[config.mk]
export PLATFORM = sky130hd
export DESIGN_NAME = sbdac_top
export DESIGN_NICKNAME = d
export VERILOG_FILES = /design/src/shared/sbdac_pkg.sv /design/src/hdl/sbdac_interp.sv /design/src/hdl/sbdac_sdm.sv /design/src/hdl/sbdac_top.sv
export VERILOG_INCLUDE_DIRS = /design/src /design/src/shared
export SDC_FILE = /design/constraint.sdc
export NUM_CORES = 2
export LEC_CHECK = 0
export ABC_AREA = 1
export BUFFER_PORTS_ARGS = -buffer_cell sky130_fd_sc_hd__buf_2
export CAP_MARGIN = 10
export CORE_MARGIN = 2
export CORE_UTILIZATION = 30
export CTS_CLUSTER_SIZE = 30
export DETAILED_ROUTE_END_ITERATION = 12
export PLACE_DENSITY = 0.42
export SETUP_SLACK_MARGIN = 0.2
export SLEW_MARGIN = 20
export SYNTH_ARGS = -nofsm -noshare
export SYNTH_HDL_FRONTEND = slang
export SYNTH_SLANG_ARGS = --single-unit
[constraint.sdc]
create_clock -name CLK -period 39.9 [get_ports CLK]
set_input_delay 7.98 -clock CLK [delete_from_list [all_inputs] [get_ports CLK]]
set_output_delay 7.98 -clock CLK [all_outputs]
set_load 0.005 [all_outputs]
[src/shared/sbdac_regs.svh]
// Constants for the stereo bitstream converter core
`ifndef SBDAC_REGS_SVH
`define SBDAC_REGS_SVH

`define SBDAC_FRAME_CYCLES  256
`define SBDAC_FRAME_W       8
`define SBDAC_OSR           128
`define SBDAC_CIC_ORDER     4
`define SBDAC_CIC_SHIFT     21
`define SBDAC_SCALE_MUL     52
`define SBDAC_SCALE_SHIFT   7
`define SBDAC_FB_SHIFT      15
`define SBDAC_WORD_RESET    32'h0000_0000
`define SBDAC_IRQ_RESET     2'h0
`define SBDAC_FRAME_RESET   8'h00

`endif

[src/shared/sbdac_pkg.sv]
// Types shared by the bitstream converter core
package sbdac_pkg;

  // Left in the low half, right in the high half
  typedef struct packed {
    logic signed [15:0] right;
    logic signed [15:0] left;
  } sbdac_pair_t;

  typedef struct packed {
    logic wanted;
    logic underrun;
  } sbdac_irq_t;

  typedef enum logic [1:0] {
    SBDAC_OFF = 2'b01,
    SBDAC_RUN = 2'b10
  } sbdac_state_t;

endpackage

[src/hdl/sbdac_interp.sv]
// Equalizer and CIC interpolator for one channel
`timescale 1ns/10ps
module sbdac_interp #(
  parameter int IN_W       = 16,
  parameter int OUT_W      = 18,
  parameter int ACC_W      = 40,
  parameter int ORDER      = 4,
  parameter int GAIN_SHIFT = 21
) (
  input  wire logic                    clk,
  input  wire logic                    reset,
  input  wire logic                    run,
  input  wire logic                    load,
  input  wire logic                    tick,
  input  wire logic signed [IN_W-1:0]  din,
  output logic signed [OUT_W-1:0]      dout
);
  logic signed [IN_W-1:0]  x1_reg, x1_next, x2_reg, x2_next;
  logic signed [ACC_W-1:0] dly_reg [ORDER];
  logic signed [ACC_W-1:0] dly_next [ORDER];
  logic signed [ACC_W-1:0] integ_reg [ORDER];
  logic signed [ACC_W-1:0] integ_next [ORDER];
  logic signed [ACC_W-1:0] comb_reg, comb_next;
  logic                    stuff_reg, stuff_next;

  always_comb begin
    logic signed [ACC_W-1:0] cv;
    logic signed [ACC_W-1:0] acc;
    logic signed [ACC_W-1:0] tmp;
    // Taps -1/4, 6/4, -1/4: unity at DC, lifts the droop of the sinc
    cv = ((ACC_W'(x1_reg) <<< 2) + (ACC_W'(x1_reg) <<< 1) - ACC_W'(din) - ACC_W'(x2_reg)) >>> 2;
    acc = stuff_reg ? comb_reg : '0;
    tmp = '0;
    x1_next = load ? din : x1_reg;
    x2_next = load ? x1_reg : x2_reg;
    for (int k = 0; k < ORDER; k++) begin
      // Comb stages at the sample rate
      dly_next[k] = load ? cv : dly_reg[k];
      cv = cv - dly_reg[k];
    end
    comb_next = load ? cv : comb_reg;
    stuff_next = load ? 1'b1 : (tick ? 1'b0 : stuff_reg);
    for (int k = 0; k < ORDER; k++) begin
      // Integrators at 128x, fed one comb value then zeros
      tmp = integ_reg[k];
      integ_next[k] = tick ? tmp + acc : tmp;
      acc = tmp;
    end
    if (!run) begin
      x1_next = '0;
      x2_next = '0;
      comb_next = '0;
      stuff_next = 1'b0;
      for (int k = 0; k < ORDER; k++) begin
        dly_next[k] = '0;
        integ_next[k] = '0;
      end
    end
  end

  always_ff @(posedge clk or posedge reset) begin
    if (reset) begin
      x1_reg <= '0;
      x2_reg <= '0;
      comb_reg <= '0;
      stuff_reg <= 1'b0;
      for (int k = 0; k < ORDER; k++) begin
        dly_reg[k] <= '0;
        integ_reg[k] <= '0;
      end
    end else begin
      x1_reg <= x1_next;
      x2_reg <= x2_next;
      comb_reg <= comb_next;
      stuff_reg <= stuff_next;
      for (int k = 0; k < ORDER; k++) begin
        dly_reg[k] <= dly_next[k];
        integ_reg[k] <= integ_next[k];
      end
    end
  end

  // Interpolator gain is 128 cubed, removed by the shift
  assign dout = OUT_W'(integ_reg[ORDER-1] >>> GAIN_SHIFT);
endmodule

[src/hdl/sbdac_sdm.sv]
// Third-order one-bit sigma-delta modulator for one channel
`timescale 1ns/10ps
module sbdac_sdm #(
  parameter int IN_W        = 18,
  parameter int ACC_W       = 28,
  parameter int SCALE_MUL   = 52,
  parameter int SCALE_SHIFT = 7,
  parameter int FB_SHIFT    = 15
) (
  input  wire logic                   clk,
  input  wire logic                   reset,
  input  wire logic                   run,
  input  wire logic                   tick,
  input  wire logic signed [IN_W-1:0] din,
  output logic                        bit_out
);
  localparam logic signed [ACC_W-1:0] FB_POS = ACC_W'(1) <<< FB_SHIFT;

  logic signed [ACC_W-1:0] i1_reg, i1_next, i2_reg, i2_next, i3_reg, i3_next;
  logic                    bit_reg, bit_next;

  always_comb begin
    logic signed [ACC_W-1:0] u;
    logic signed [ACC_W-1:0] fb;
    // Negated 52/128 scale puts full scale at 38/128 and 90/128 density
    u = -((ACC_W'(din) * ACC_W'(SCALE_MUL)) >>> SCALE_SHIFT);
    fb = bit_reg ? FB_POS : -FB_POS;
    // Three difference nodes feeding three integrators
    i1_next = i1_reg + (u - fb);
    // Eighth gain on the middle stage keeps the loop stable at low quantizer gain
    i2_next = i2_reg + ((i1_reg >>> 3) - fb);
    i3_next = i3_reg + ((i2_reg >>> 2) - fb);
    // One-bit quantizer
    bit_next = ~i3_next[ACC_W-1];
    if (!tick) begin
      i1_next = i1_reg;
      i2_next = i2_reg;
      i3_next = i3_reg;
      bit_next = bit_reg;
    end
    if (!run) begin
      i1_next = '0;
      i2_next = '0;
      i3_next = '0;
      bit_next = 1'b0;
    end
  end

  always_ff @(posedge clk or posedge reset) begin
    if (reset) begin
      i1_reg <= '0;
      i2_reg <= '0;
      i3_reg <= '0;
      bit_reg <= 1'b0;
    end else begin
      i1_reg <= i1_next;
      i2_reg <= i2_next;
      i3_reg <= i3_next;
      bit_reg <= bit_next;
    end
  end

  assign bit_out = bit_reg;
endmodule

[src/hdl/sbdac_top.sv]
// Stereo bitstream converter core: sample intake, status, two channels
`timescale 1ns/10ps
`include "sbdac_regs.svh"
module sbdac_top #(
  parameter int FRAME_CYCLES = `SBDAC_FRAME_CYCLES,
  parameter int CIC_ORDER    = `SBDAC_CIC_ORDER,
  parameter int CIC_SHIFT    = `SBDAC_CIC_SHIFT
) (
  input  wire logic                 CLK,
  input  wire logic                 RESET,
  input  wire sbdac_pkg::sbdac_pair_t SAMPLE_WORD,
  input  wire logic                 SAMPLE_WRITE,
  input  wire logic                 CTRL_ENABLE,
  input  wire logic                 CTRL_SWAP,
  input  wire logic                 STATUS_READ,
  input  wire sbdac_pkg::sbdac_irq_t IRQ_CLEAR,
  input  wire sbdac_pkg::sbdac_irq_t IRQ_ENABLE_SET,
  input  wire sbdac_pkg::sbdac_irq_t IRQ_DISABLE_SET,
  output sbdac_pkg::sbdac_pair_t    SAMPLE_WORD_Q,
  output sbdac_pkg::sbdac_irq_t     IRQ_STATUS,
  output sbdac_pkg::sbdac_irq_t     IRQ_MASK,
  output logic                      IRQ,
  output logic                      DMA_REQ,
  output logic                      CONV_ACTIVE,
  output logic                      LEFT_BITSTREAM_OUT,
  output logic                      LEFT_BITSTREAM_OUT_INV,
  output logic                      RIGHT_BITSTREAM_OUT,
  output logic                      RIGHT_BITSTREAM_OUT_INV
);
  import sbdac_pkg::*;

  localparam int FRAME_W = `SBDAC_FRAME_W;
  localparam logic [FRAME_W-1:0] FRAME_LAST = FRAME_W'(FRAME_CYCLES - 1);

  // Control state
  sbdac_state_t        state_reg, state_next;
  logic [FRAME_W-1:0]  frame_reg, frame_next;

  // Sample intake
  sbdac_pair_t         sample_word_reg, sample_word_next;
  sbdac_pair_t         load_word;
  logic                want_reg, want_next;

  // Status and mask
  sbdac_irq_t          irq_status_reg, irq_status_next;
  sbdac_irq_t          irq_mask_reg, irq_mask_next;
  sbdac_irq_t          status_set, status_clr;
  logic                irq_reg, irq_next;

  // Output bits
  logic                left_reg, left_next;
  logic                left_inv_reg, left_inv_next;
  logic                right_reg, right_next;
  logic                right_inv_reg, right_inv_next;

  // Pipeline control
  logic                run;
  logic                load;
  logic                tick;
  logic signed [15:0]  chan_in [2];
  logic signed [17:0]  chan_mid [2];
  logic                chan_bit [2];

  // Swap applies at write time, so the stored word is already swapped
  function automatic sbdac_pair_t sbdac_arrange(input sbdac_pair_t w, input logic swap);
    sbdac_pair_t r;
    r = w;
    if (swap) begin
      r.left = w.right;
      r.right = w.left;
    end
    return r;
  endfunction

  // Run state follows the enable bit
  always_comb begin
    state_next = state_reg;
    case (state_reg)
      SBDAC_OFF: begin
        if (CTRL_ENABLE) begin
          state_next = SBDAC_RUN;
        end
      end
      SBDAC_RUN: begin
        if (!CTRL_ENABLE) begin
          state_next = SBDAC_OFF;
        end
      end
      default: begin
        state_next = SBDAC_OFF;
      end
    endcase
  end

  assign run = (state_reg == SBDAC_RUN);

  // One frame is 256 cycles: one sample in, 128 modulator steps out
  always_comb begin
    frame_next = run ? frame_reg + FRAME_W'(1) : `SBDAC_FRAME_RESET;
    if (run && frame_reg == FRAME_LAST) begin
      frame_next = `SBDAC_FRAME_RESET;
    end
  end

  assign load = run && (frame_reg == `SBDAC_FRAME_RESET);
  assign tick = run && frame_reg[0];

  // A write landing on the load cycle goes straight into the pipeline
  always_comb begin
    load_word = SAMPLE_WRITE ? sbdac_arrange(SAMPLE_WORD, CTRL_SWAP) : sample_word_reg;
    sample_word_next = sample_word_reg;
    if (SAMPLE_WRITE) begin
      sample_word_next = sbdac_arrange(SAMPLE_WORD, CTRL_SWAP);
    end
  end

  // Wanted from each load until a word is written
  always_comb begin
    want_next = want_reg;
    if (!run) begin
      want_next = 1'b0;
    end else if (load) begin
      want_next = 1'b1;
    end else if (SAMPLE_WRITE) begin
      want_next = 1'b0;
    end
  end

  // Status events: set wins over every clear in the same cycle
  always_comb begin
    status_set.wanted = load;
    // Still wanted at the next load means 256 cycles passed unserved
    status_set.underrun = load && want_reg && !SAMPLE_WRITE;
    status_clr.wanted = STATUS_READ || IRQ_CLEAR.wanted || SAMPLE_WRITE;
    status_clr.underrun = STATUS_READ || IRQ_CLEAR.underrun;
    irq_status_next = (irq_status_reg & ~status_clr) | status_set;
  end

  // Disable wins if both strobes hit the same bit together
  always_comb begin
    irq_mask_next = (irq_mask_reg | IRQ_ENABLE_SET) & ~IRQ_DISABLE_SET;
    irq_next = |(irq_status_next & irq_mask_next);
  end

  // Two channels, left from the low half
  assign chan_in[0] = load_word.left;
  assign chan_in[1] = load_word.right;

  for (genvar g = 0; g < 2; g++) begin : g_chan
    sbdac_interp #(
      .IN_W       (16),
      .OUT_W      (18),
      .ACC_W      (40),
      .ORDER      (CIC_ORDER),
      .GAIN_SHIFT (CIC_SHIFT)
    ) u_interp (
      .clk   (CLK),
      .reset (RESET),
      .run   (run),
      .load  (load),
      .tick  (tick),
      .din   (chan_in[g]),
      .dout  (chan_mid[g])
    );

    sbdac_sdm #(
      .IN_W        (18),
      .ACC_W       (28),
      .SCALE_MUL   (`SBDAC_SCALE_MUL),
      .SCALE_SHIFT (`SBDAC_SCALE_SHIFT),
      .FB_SHIFT    (`SBDAC_FB_SHIFT)
    ) u_sdm (
      .clk     (CLK),
      .reset   (RESET),
      .run     (run),
      .tick    (tick),
      .din     (chan_mid[g]),
      .bit_out (chan_bit[g])
    );
  end

  // Inverted pins are complements of the true pins, also while stopped
  always_comb begin
    left_next = run && chan_bit[0];
    right_next = run && chan_bit[1];
    left_inv_next = !left_next;
    right_inv_next = !right_next;
  end

  always_ff @(posedge CLK or posedge RESET) begin
    if (RESET) begin
      state_reg <= SBDAC_OFF;
      frame_reg <= `SBDAC_FRAME_RESET;
    end else begin
      state_reg <= state_next;
      frame_reg <= frame_next;
    end
  end

  always_ff @(posedge CLK or posedge RESET) begin
    if (RESET) begin
      sample_word_reg <= `SBDAC_WORD_RESET;
      want_reg <= 1'b0;
    end else begin
      sample_word_reg <= sample_word_next;
      want_reg <= want_next;
    end
  end

  always_ff @(posedge CLK or posedge RESET) begin
    if (RESET) begin
      irq_status_reg <= `SBDAC_IRQ_RESET;
      irq_mask_reg <= `SBDAC_IRQ_RESET;
      irq_reg <= 1'b0;
    end else begin
      irq_status_reg <= irq_status_next;
      irq_mask_reg <= irq_mask_next;
      irq_reg <= irq_next;
    end
  end

  always_ff @(posedge CLK or posedge RESET) begin
    if (RESET) begin
      left_reg <= 1'b0;
      left_inv_reg <= 1'b1;
      right_reg <= 1'b0;
      right_inv_reg <= 1'b1;
    end else begin
      left_reg <= left_next;
      left_inv_reg <= left_inv_next;
      right_reg <= right_next;
      right_inv_reg <= right_inv_next;
    end
  end

  assign SAMPLE_WORD_Q = sample_word_reg;
  assign IRQ_STATUS = irq_status_reg;
  assign IRQ_MASK = irq_mask_reg;
  assign IRQ = irq_reg;
  assign DMA_REQ = want_reg;
  assign CONV_ACTIVE = state_reg[1];
  assign LEFT_BITSTREAM_OUT = left_reg;
  assign LEFT_BITSTREAM_OUT_INV = left_inv_reg;
  assign RIGHT_BITSTREAM_OUT = right_reg;
  assign RIGHT_BITSTREAM_OUT_INV = right_inv_reg;
endmodule

# Word level (Yosys, flattened, before mapping)
# Cells that the tools add are included.
[classes]
add_sub_neg = 37
multipliers = 2
eq_ne = 9
mux = 65
bitwise_logic = 9
n_reduce_logical = 16
[ops]
columns = ["op", "count"]
rows = [
  ["40-bit 2-to-1 mux", 22],
  ["160-bit 2-to-1 mux", 4],
  ["28-bit 2-to-1 mux", 14],
  ["40-bit adder", 8],
  ["40-bit subtractor", 6],
  ["28-bit adder", 6],
  ["16-bit 2-to-1 mux", 8],
  ["38-bit by 40-bit subtractor with 40-bit output", 2],
  ["40-bit by 16-bit subtractor with 40-bit output", 2],
  ["32-bit 2-to-1 mux", 2],
  ["18-bit negation with 28-bit output", 2],
  ["25-bit by 28-bit subtractor with 28-bit output", 2],
  ["26-bit by 28-bit subtractor with 28-bit output", 2],
  ["28-bit subtractor", 2],
  ["18-bit by 5-bit multiplier with 23-bit output, second input constant", 2],
  ["19-bit by 16-bit subtractor with 20-bit output", 2],
  ["18-bit by 17-bit adder with 19-bit output", 2],
  ["8-bit 2-to-1 mux", 2],
  ["1-bit 2-to-1 mux", 10],
  ["8-bit by 1-bit adder with 8-bit output, second input constant", 1],
  ["8-bit == test, second input constant", 1],
  ["8-bit logical NOT", 1],
  ["2-bit inequality test, second input constant", 4],
  ["1-bit logical AND", 7],
  ["13 further kinds", 24],
]
[totals]
reg_bits = 1007
inputBits = 44
output_inout_bits = 43
elab_cells = 183

# Logic depth before layout (Yosys ltp)
[depth]
depth_word = 10
ltp_mapped = 75
ltp_nobuf = 74

# By module
# A second synthesis with hierarchy kept.
[hier_totals]
cells_unflattened = 13619
hier_area_um2 = 92100.8
[by_module_without_submodules]
columns = ["module", "instances", "cells_each", "area_each_um2", "seq_area_each_um2"]
rows = [
  ["sbdac_interp at g_chan[0].u_interp", 1, 4629, 32165.8, 9108.7],
  ["sbdac_interp at g_chan[1].u_interp", 1, 4631, 32040.7, 9108.7],
  ["sbdac_sdm at g_chan[1].u_sdm", 1, 2100, 12947.4, 2127.0],
  ["sbdac_sdm at g_chan[0].u_sdm", 1, 1978, 12592.1, 2127.0],
  ["sbdac_top", 1, 281, 2354.8, 1305.0],
]

# Least setup slack after synthesis
# OpenSTA, ideal clock, no wires.
[synth_path]
path_type = "input-to-reg"
start = "in SAMPLE_WRITE"
end = "reg g_chan[0].u_interp.comb_reg[38]"
setup_time_ns = 0.117
t_arrival_ns = 17.715
required_ns = 39.783
setup_slack_ns = 22.068
stages = 71
n_path_buf = 3
cell_sequence = "inv_1 -> clkbuf_1 -> nor2_1 -> o21ai_0 -> o21ai_0 -> inv_1 -> ha_1 -> ha_1 -> fa_1 -> a21oi_1 -> o21ai_1 -> nand2_1 -> nand2_1 -> nand2_1 -> nand2_1 -> a21oi_1 -> o21ai_1 -> a21boi_0 -> (+35 left out) -> nand2_1 -> o211ai_1 -> a21oi_1 -> or2_2 -> nand2_1 -> inv_1 -> ha_1 -> nand2_1 -> nor3_1 -> nand2_1 -> nor4b_1 -> nand2_1 -> o2111ai_1 -> a31oi_1 -> inv_1 -> nand2_1 -> nand3_1 -> nand2_1"
[synth_between]
elab_chain_cells = 9
[synth_rtl]
columns = ["item", "line", "source"]
rows = [
  ["from (decl)", "sbdac_top.sv:12", "input wire logic SAMPLE_WRITE,"],
  ["32-bit 2-to-1 mux", "--", ""],
  ["net g_chan[0].u_interp.din[1]", "sbdac_interp.sv:15", "input wire logic signed [IN_W-1:0] din,"],
  ["19-bit by 16-bit subtractor with 20-bit output", "sbdac_interp.sv:31", "cv = ((ACC_W'(x1_reg) <<< 2) + (ACC_W'(x1_reg) <<< 1) - ACC_W'(din) - ACC_W'(x2_reg)) >>> 2;"],
  ["40-bit by 16-bit subtractor with 40-bit output", "sbdac_interp.sv:31", ""],
  ["38-bit by 40-bit subtractor with 40-bit output", "sbdac_interp.sv:39", "cv = cv - dly_reg[k];"],
  ["40-bit subtractor (3 in series)", "sbdac_interp.sv:39", ""],
  ["40-bit 2-to-1 mux", "sbdac_interp.sv:41", "comb_next = load ? cv : comb_reg;"],
  ["40-bit 2-to-1 mux", "sbdac_interp.sv:49", "if (!run) begin"],
  ["to (signal assigned)", "sbdac_interp.sv:74", "comb_reg <= comb_next;"],
  ["to (decl)", "sbdac_interp.sv:23", "logic signed [ACC_W-1:0] comb_reg, comb_next;"],
]
# The timed path passes the listed nets, and every way through them passes these cells. The select of a mux whose other input is x is not followed.
# A chain may end at the register's enable or synchronous reset.

# Worst setup path after layout
[layout_path]
start = "in CTRL_SWAP"
end = "reg g_chan[0].u_interp.comb_reg[38]"
[layout_between]
elab_chain_cells = 10
[layout_rtl]
columns = ["item", "line", "source"]
rows = [
  ["from (decl)", "sbdac_top.sv:14", "input wire logic CTRL_SWAP,"],
  ["32-bit 2-to-1 mux", "sbdac_top.sv:68", "if (swap) begin"],
  ["32-bit 2-to-1 mux", "--", ""],
  ["net g_chan[0].u_interp.din[1]", "sbdac_interp.sv:15", ""],
  ["19-bit by 16-bit subtractor with 20-bit output", "sbdac_interp.sv:31", ""],
  ["40-bit by 16-bit subtractor with 40-bit output", "sbdac_interp.sv:31", ""],
  ["38-bit by 40-bit subtractor with 40-bit output", "sbdac_interp.sv:39", ""],
  ["40-bit subtractor (3 in series)", "sbdac_interp.sv:39", ""],
  ["40-bit 2-to-1 mux", "sbdac_interp.sv:41", ""],
  ["40-bit 2-to-1 mux", "sbdac_interp.sv:49", ""],
]
# The timed path passes the listed nets, and every way through them passes these cells. The select of a mux whose other input is x is not followed.

==> metrics <==
wire length per cell 16.38 um; max reg flops 310; Slew Limit Fails 0; Worst Setup End Kind register; Hold WC Path Type reg -> reg; Worst Clk Skew 0.06154 ns; PostCTS Resize Cnt 0; Antenna Nets Post-Route 0; Max Cap Violations 0; Crit Path Max Fanout 34; worst endpoint required time 40.59 ns; row count 198; setup TNS 0 ns; Highest Clock Rate 51.61 MHz; reg2reg end g_chan[0].u_interp.comb_reg[38]; hold buffer count at cts 0; dpl ws 19.62 ns; Root Driver clkbuf_16; die width 545.9 um; Yosys top cell area share 0.2795; most frequent CP cell nand2_1; Setup crit start CTRL_SWAP; CTS Buf Count 148; I/O Pins 87; RSZ-0062 raised after global routing no; area grow syn2layout 10.98%; DRT Wirelength 269000 um; relative slew slack 0.2209; Gate Count Post-Synth 12.36k; Initial Util 0.3021; core footprint 291600 sq um; ys async rst share 1.000; worst setup path endpoint g_chan[0].u_interp.comb_reg[38]; top post-synthesis cells by area dfrtp_1 (28%), ha_1 (15%), nand2_1 (12%); Period Utilization, post-route 0.4856; setup repair bufs after CTS 0; first-pass GRT wire length 436200 um; number of global-route vias before repair 80.43k; Clk Latency, worst-skew pair 0.85 ns; largest net degree at the start of global routing 168; Yosys reg bits 987; R2R setup slack 28.25 ns; clock buffer depth 4; Post-layout nets 13.64k; clock sink count 987; HPWL Detailed 207000 um; count of cell types in the netlist 64; Post-Syn Nets 13.59k; final worst slack 20.53 ns; ys flop type dfrtp_1; initial antenna violation count 5; Reg2Reg Launch Point SAMPLE_WORD_Q[1]; commonest cells after routing, fill and taps aside nand2_1 (2833), inv_1 (1914), o21ai_0 (1254); fraction of layout cells with a size suffix above 1 0.03875; Synth Area per Inst 7.130 sq um; final setup fails 0; hold path depth 2; GRT Residual Overflow 0; Vias 79.10k; Synth Cell Area 88100 sq um; slowest CP cell fa_1; Crit Path Class in -> reg; cell taking the most area after synthesis dfrtp_1; Reg clk slew, reported paths 0.05 ns; critical path arrival 20.06 ns; RD Place Congestion 0.8747; Post-synth EDFFs 0; Slowest Stage Delay on Critical Path 0.47 ns; Fin. Hold Viols 0; Synth Warn # 0; Iteration-0 DRC Markers 3652; WHS 0.4799 ns; Tmin final 19.37 ns; drt first pass iters 7; worst r2r path cells 66; total track usage 0.1774; status finished clean; register area share after synthesis 0.2804; Startpoint Class primary input; vias per cell 4.818; die span in y 545.9 um; die area 298000 sq um; H-tree depth 4; TritonCTS clock tree built; Residual DRC 0; port buffer count 86; commonest non-fill, non-tap cell in the layout nand2_1; final core occ 0.3353; worst-margin pin slew 1.156 ns
==> worst max-delay path, delay by kind of cell <==
kind | cells | cell delay [ns]
xor gates and xnor gates | 3 | 0.45
AOI/OAI and AO/OA | 22 | 4.00
adders and majority gates | 8 | 2.68
buffers and inverters | 7 | 1.21
and+or+nand+nor | 28 | 3.70
==> metal layers <==
metal  up-vias  part of all wire  GRT usage
met5         -           0.00019          0
met4         8             0.030    0.05218
li1      41168                 -          -
met2       811              0.49     0.3175
met1     36769              0.46     0.2228
met3       347             0.026    0.01892
==> cell families (layout without fill, tap and decap cells) <==
family | Yosys count | count (layout) | synth area share
xor gates and xnor gates | 425 | 425 | 0.04225
adders and majority gates | 1190 | 1190 | 0.1816
AOI/OAI and AO/OA | 3196 | 3196 | 0.2026
other | 0 | 3 | 0
DFF | 987 | 987 | 0.2804
and+or+nand+nor | 4386 | 4386 | 0.2000
buffers and inverters | 2172 | 2332 | 0.09316
==> cells in the mapped netlist (5+ instances only) <==
cell       instances
or2_0              7
nor3_1           105
xor2_1           316
a31oi_1           64
nand3_2            7
a31o_2             8
nand4_1           47
o21a_1            48
nand2_2           15
a22o_1            25
nand2_1         2834
o22ai_1          131
fa_1             148
a21boi_0          23
inv_1           1917
a221oi_1          10
a21oi_2            8
and2_1            43
o221ai_1          33
clkbuf_1         208
o31ai_1           74
or2_1              5
buf_2             19
o21bai_1          46
a211oi_1          26
nand3b_1           6
xnor2_1          109
buf_1             19
nor2_1           916
o21ai_2           35
nand3_1          317
nor4b_1           19
a311oi_1          19
a21o_1            62
o21ai_1           48
dfrtp_1          984
nor4_1            46
a21oi_1         1178
o2111ai_1         42
o21ai_0         1254
ha_1            1042
o211ai_1          39
or2_2             11
==> area by class of cell <==
| cell class | count | area, sq um |
|---|---|---|
| clock inverter | 42 | 478.0 |
| clock buffer | 219 | 4313 |
| sequential | 987 | 24710 |
| fill | 31526 | 193800 |
| inverter | 1922 | 7251 |
| multi-input combinational | 9197 | 55210 |
| antenna | 3 | 7.507 |
| tap | 3900 | 4880 |
| timing repair buffer | 149 | 919.6 |
==> metrics by stage <==
stage	instances	cell area [sq um]
2_1_floorplan	12356	88100
3_3_place_gp	16154	92950
3_5_place_dp	16154	92950
4_1_cts	16415	97740
5_1_grt	16418	97770
6_report	16419	97770
==> worst min-delay path by stage <==
stage	start	to
floorplan	g_chan[1].u_interp.comb_reg[23]	g_chan[1].u_interp.comb_reg[23]
global placement	g_chan[0].u_sdm.i2_reg[6]	g_chan[0].u_sdm.i2_reg[6]
detailed placement	g_chan[1].u_interp.dly_reg[63]	g_chan[1].u_interp.dly_reg[63]
CTS	g_chan[1].u_interp.dly_reg[63]	g_chan[1].u_interp.dly_reg[63]
global route	g_chan[1].u_interp.dly_reg[63]	g_chan[1].u_interp.dly_reg[63]
finish	g_chan[1].u_interp.dly_reg[63]	g_chan[1].u_interp.dly_reg[63]
Power is not shown: default switching activity piles up to over one toggle a cycle in this logic, so the estimate is an artifact.
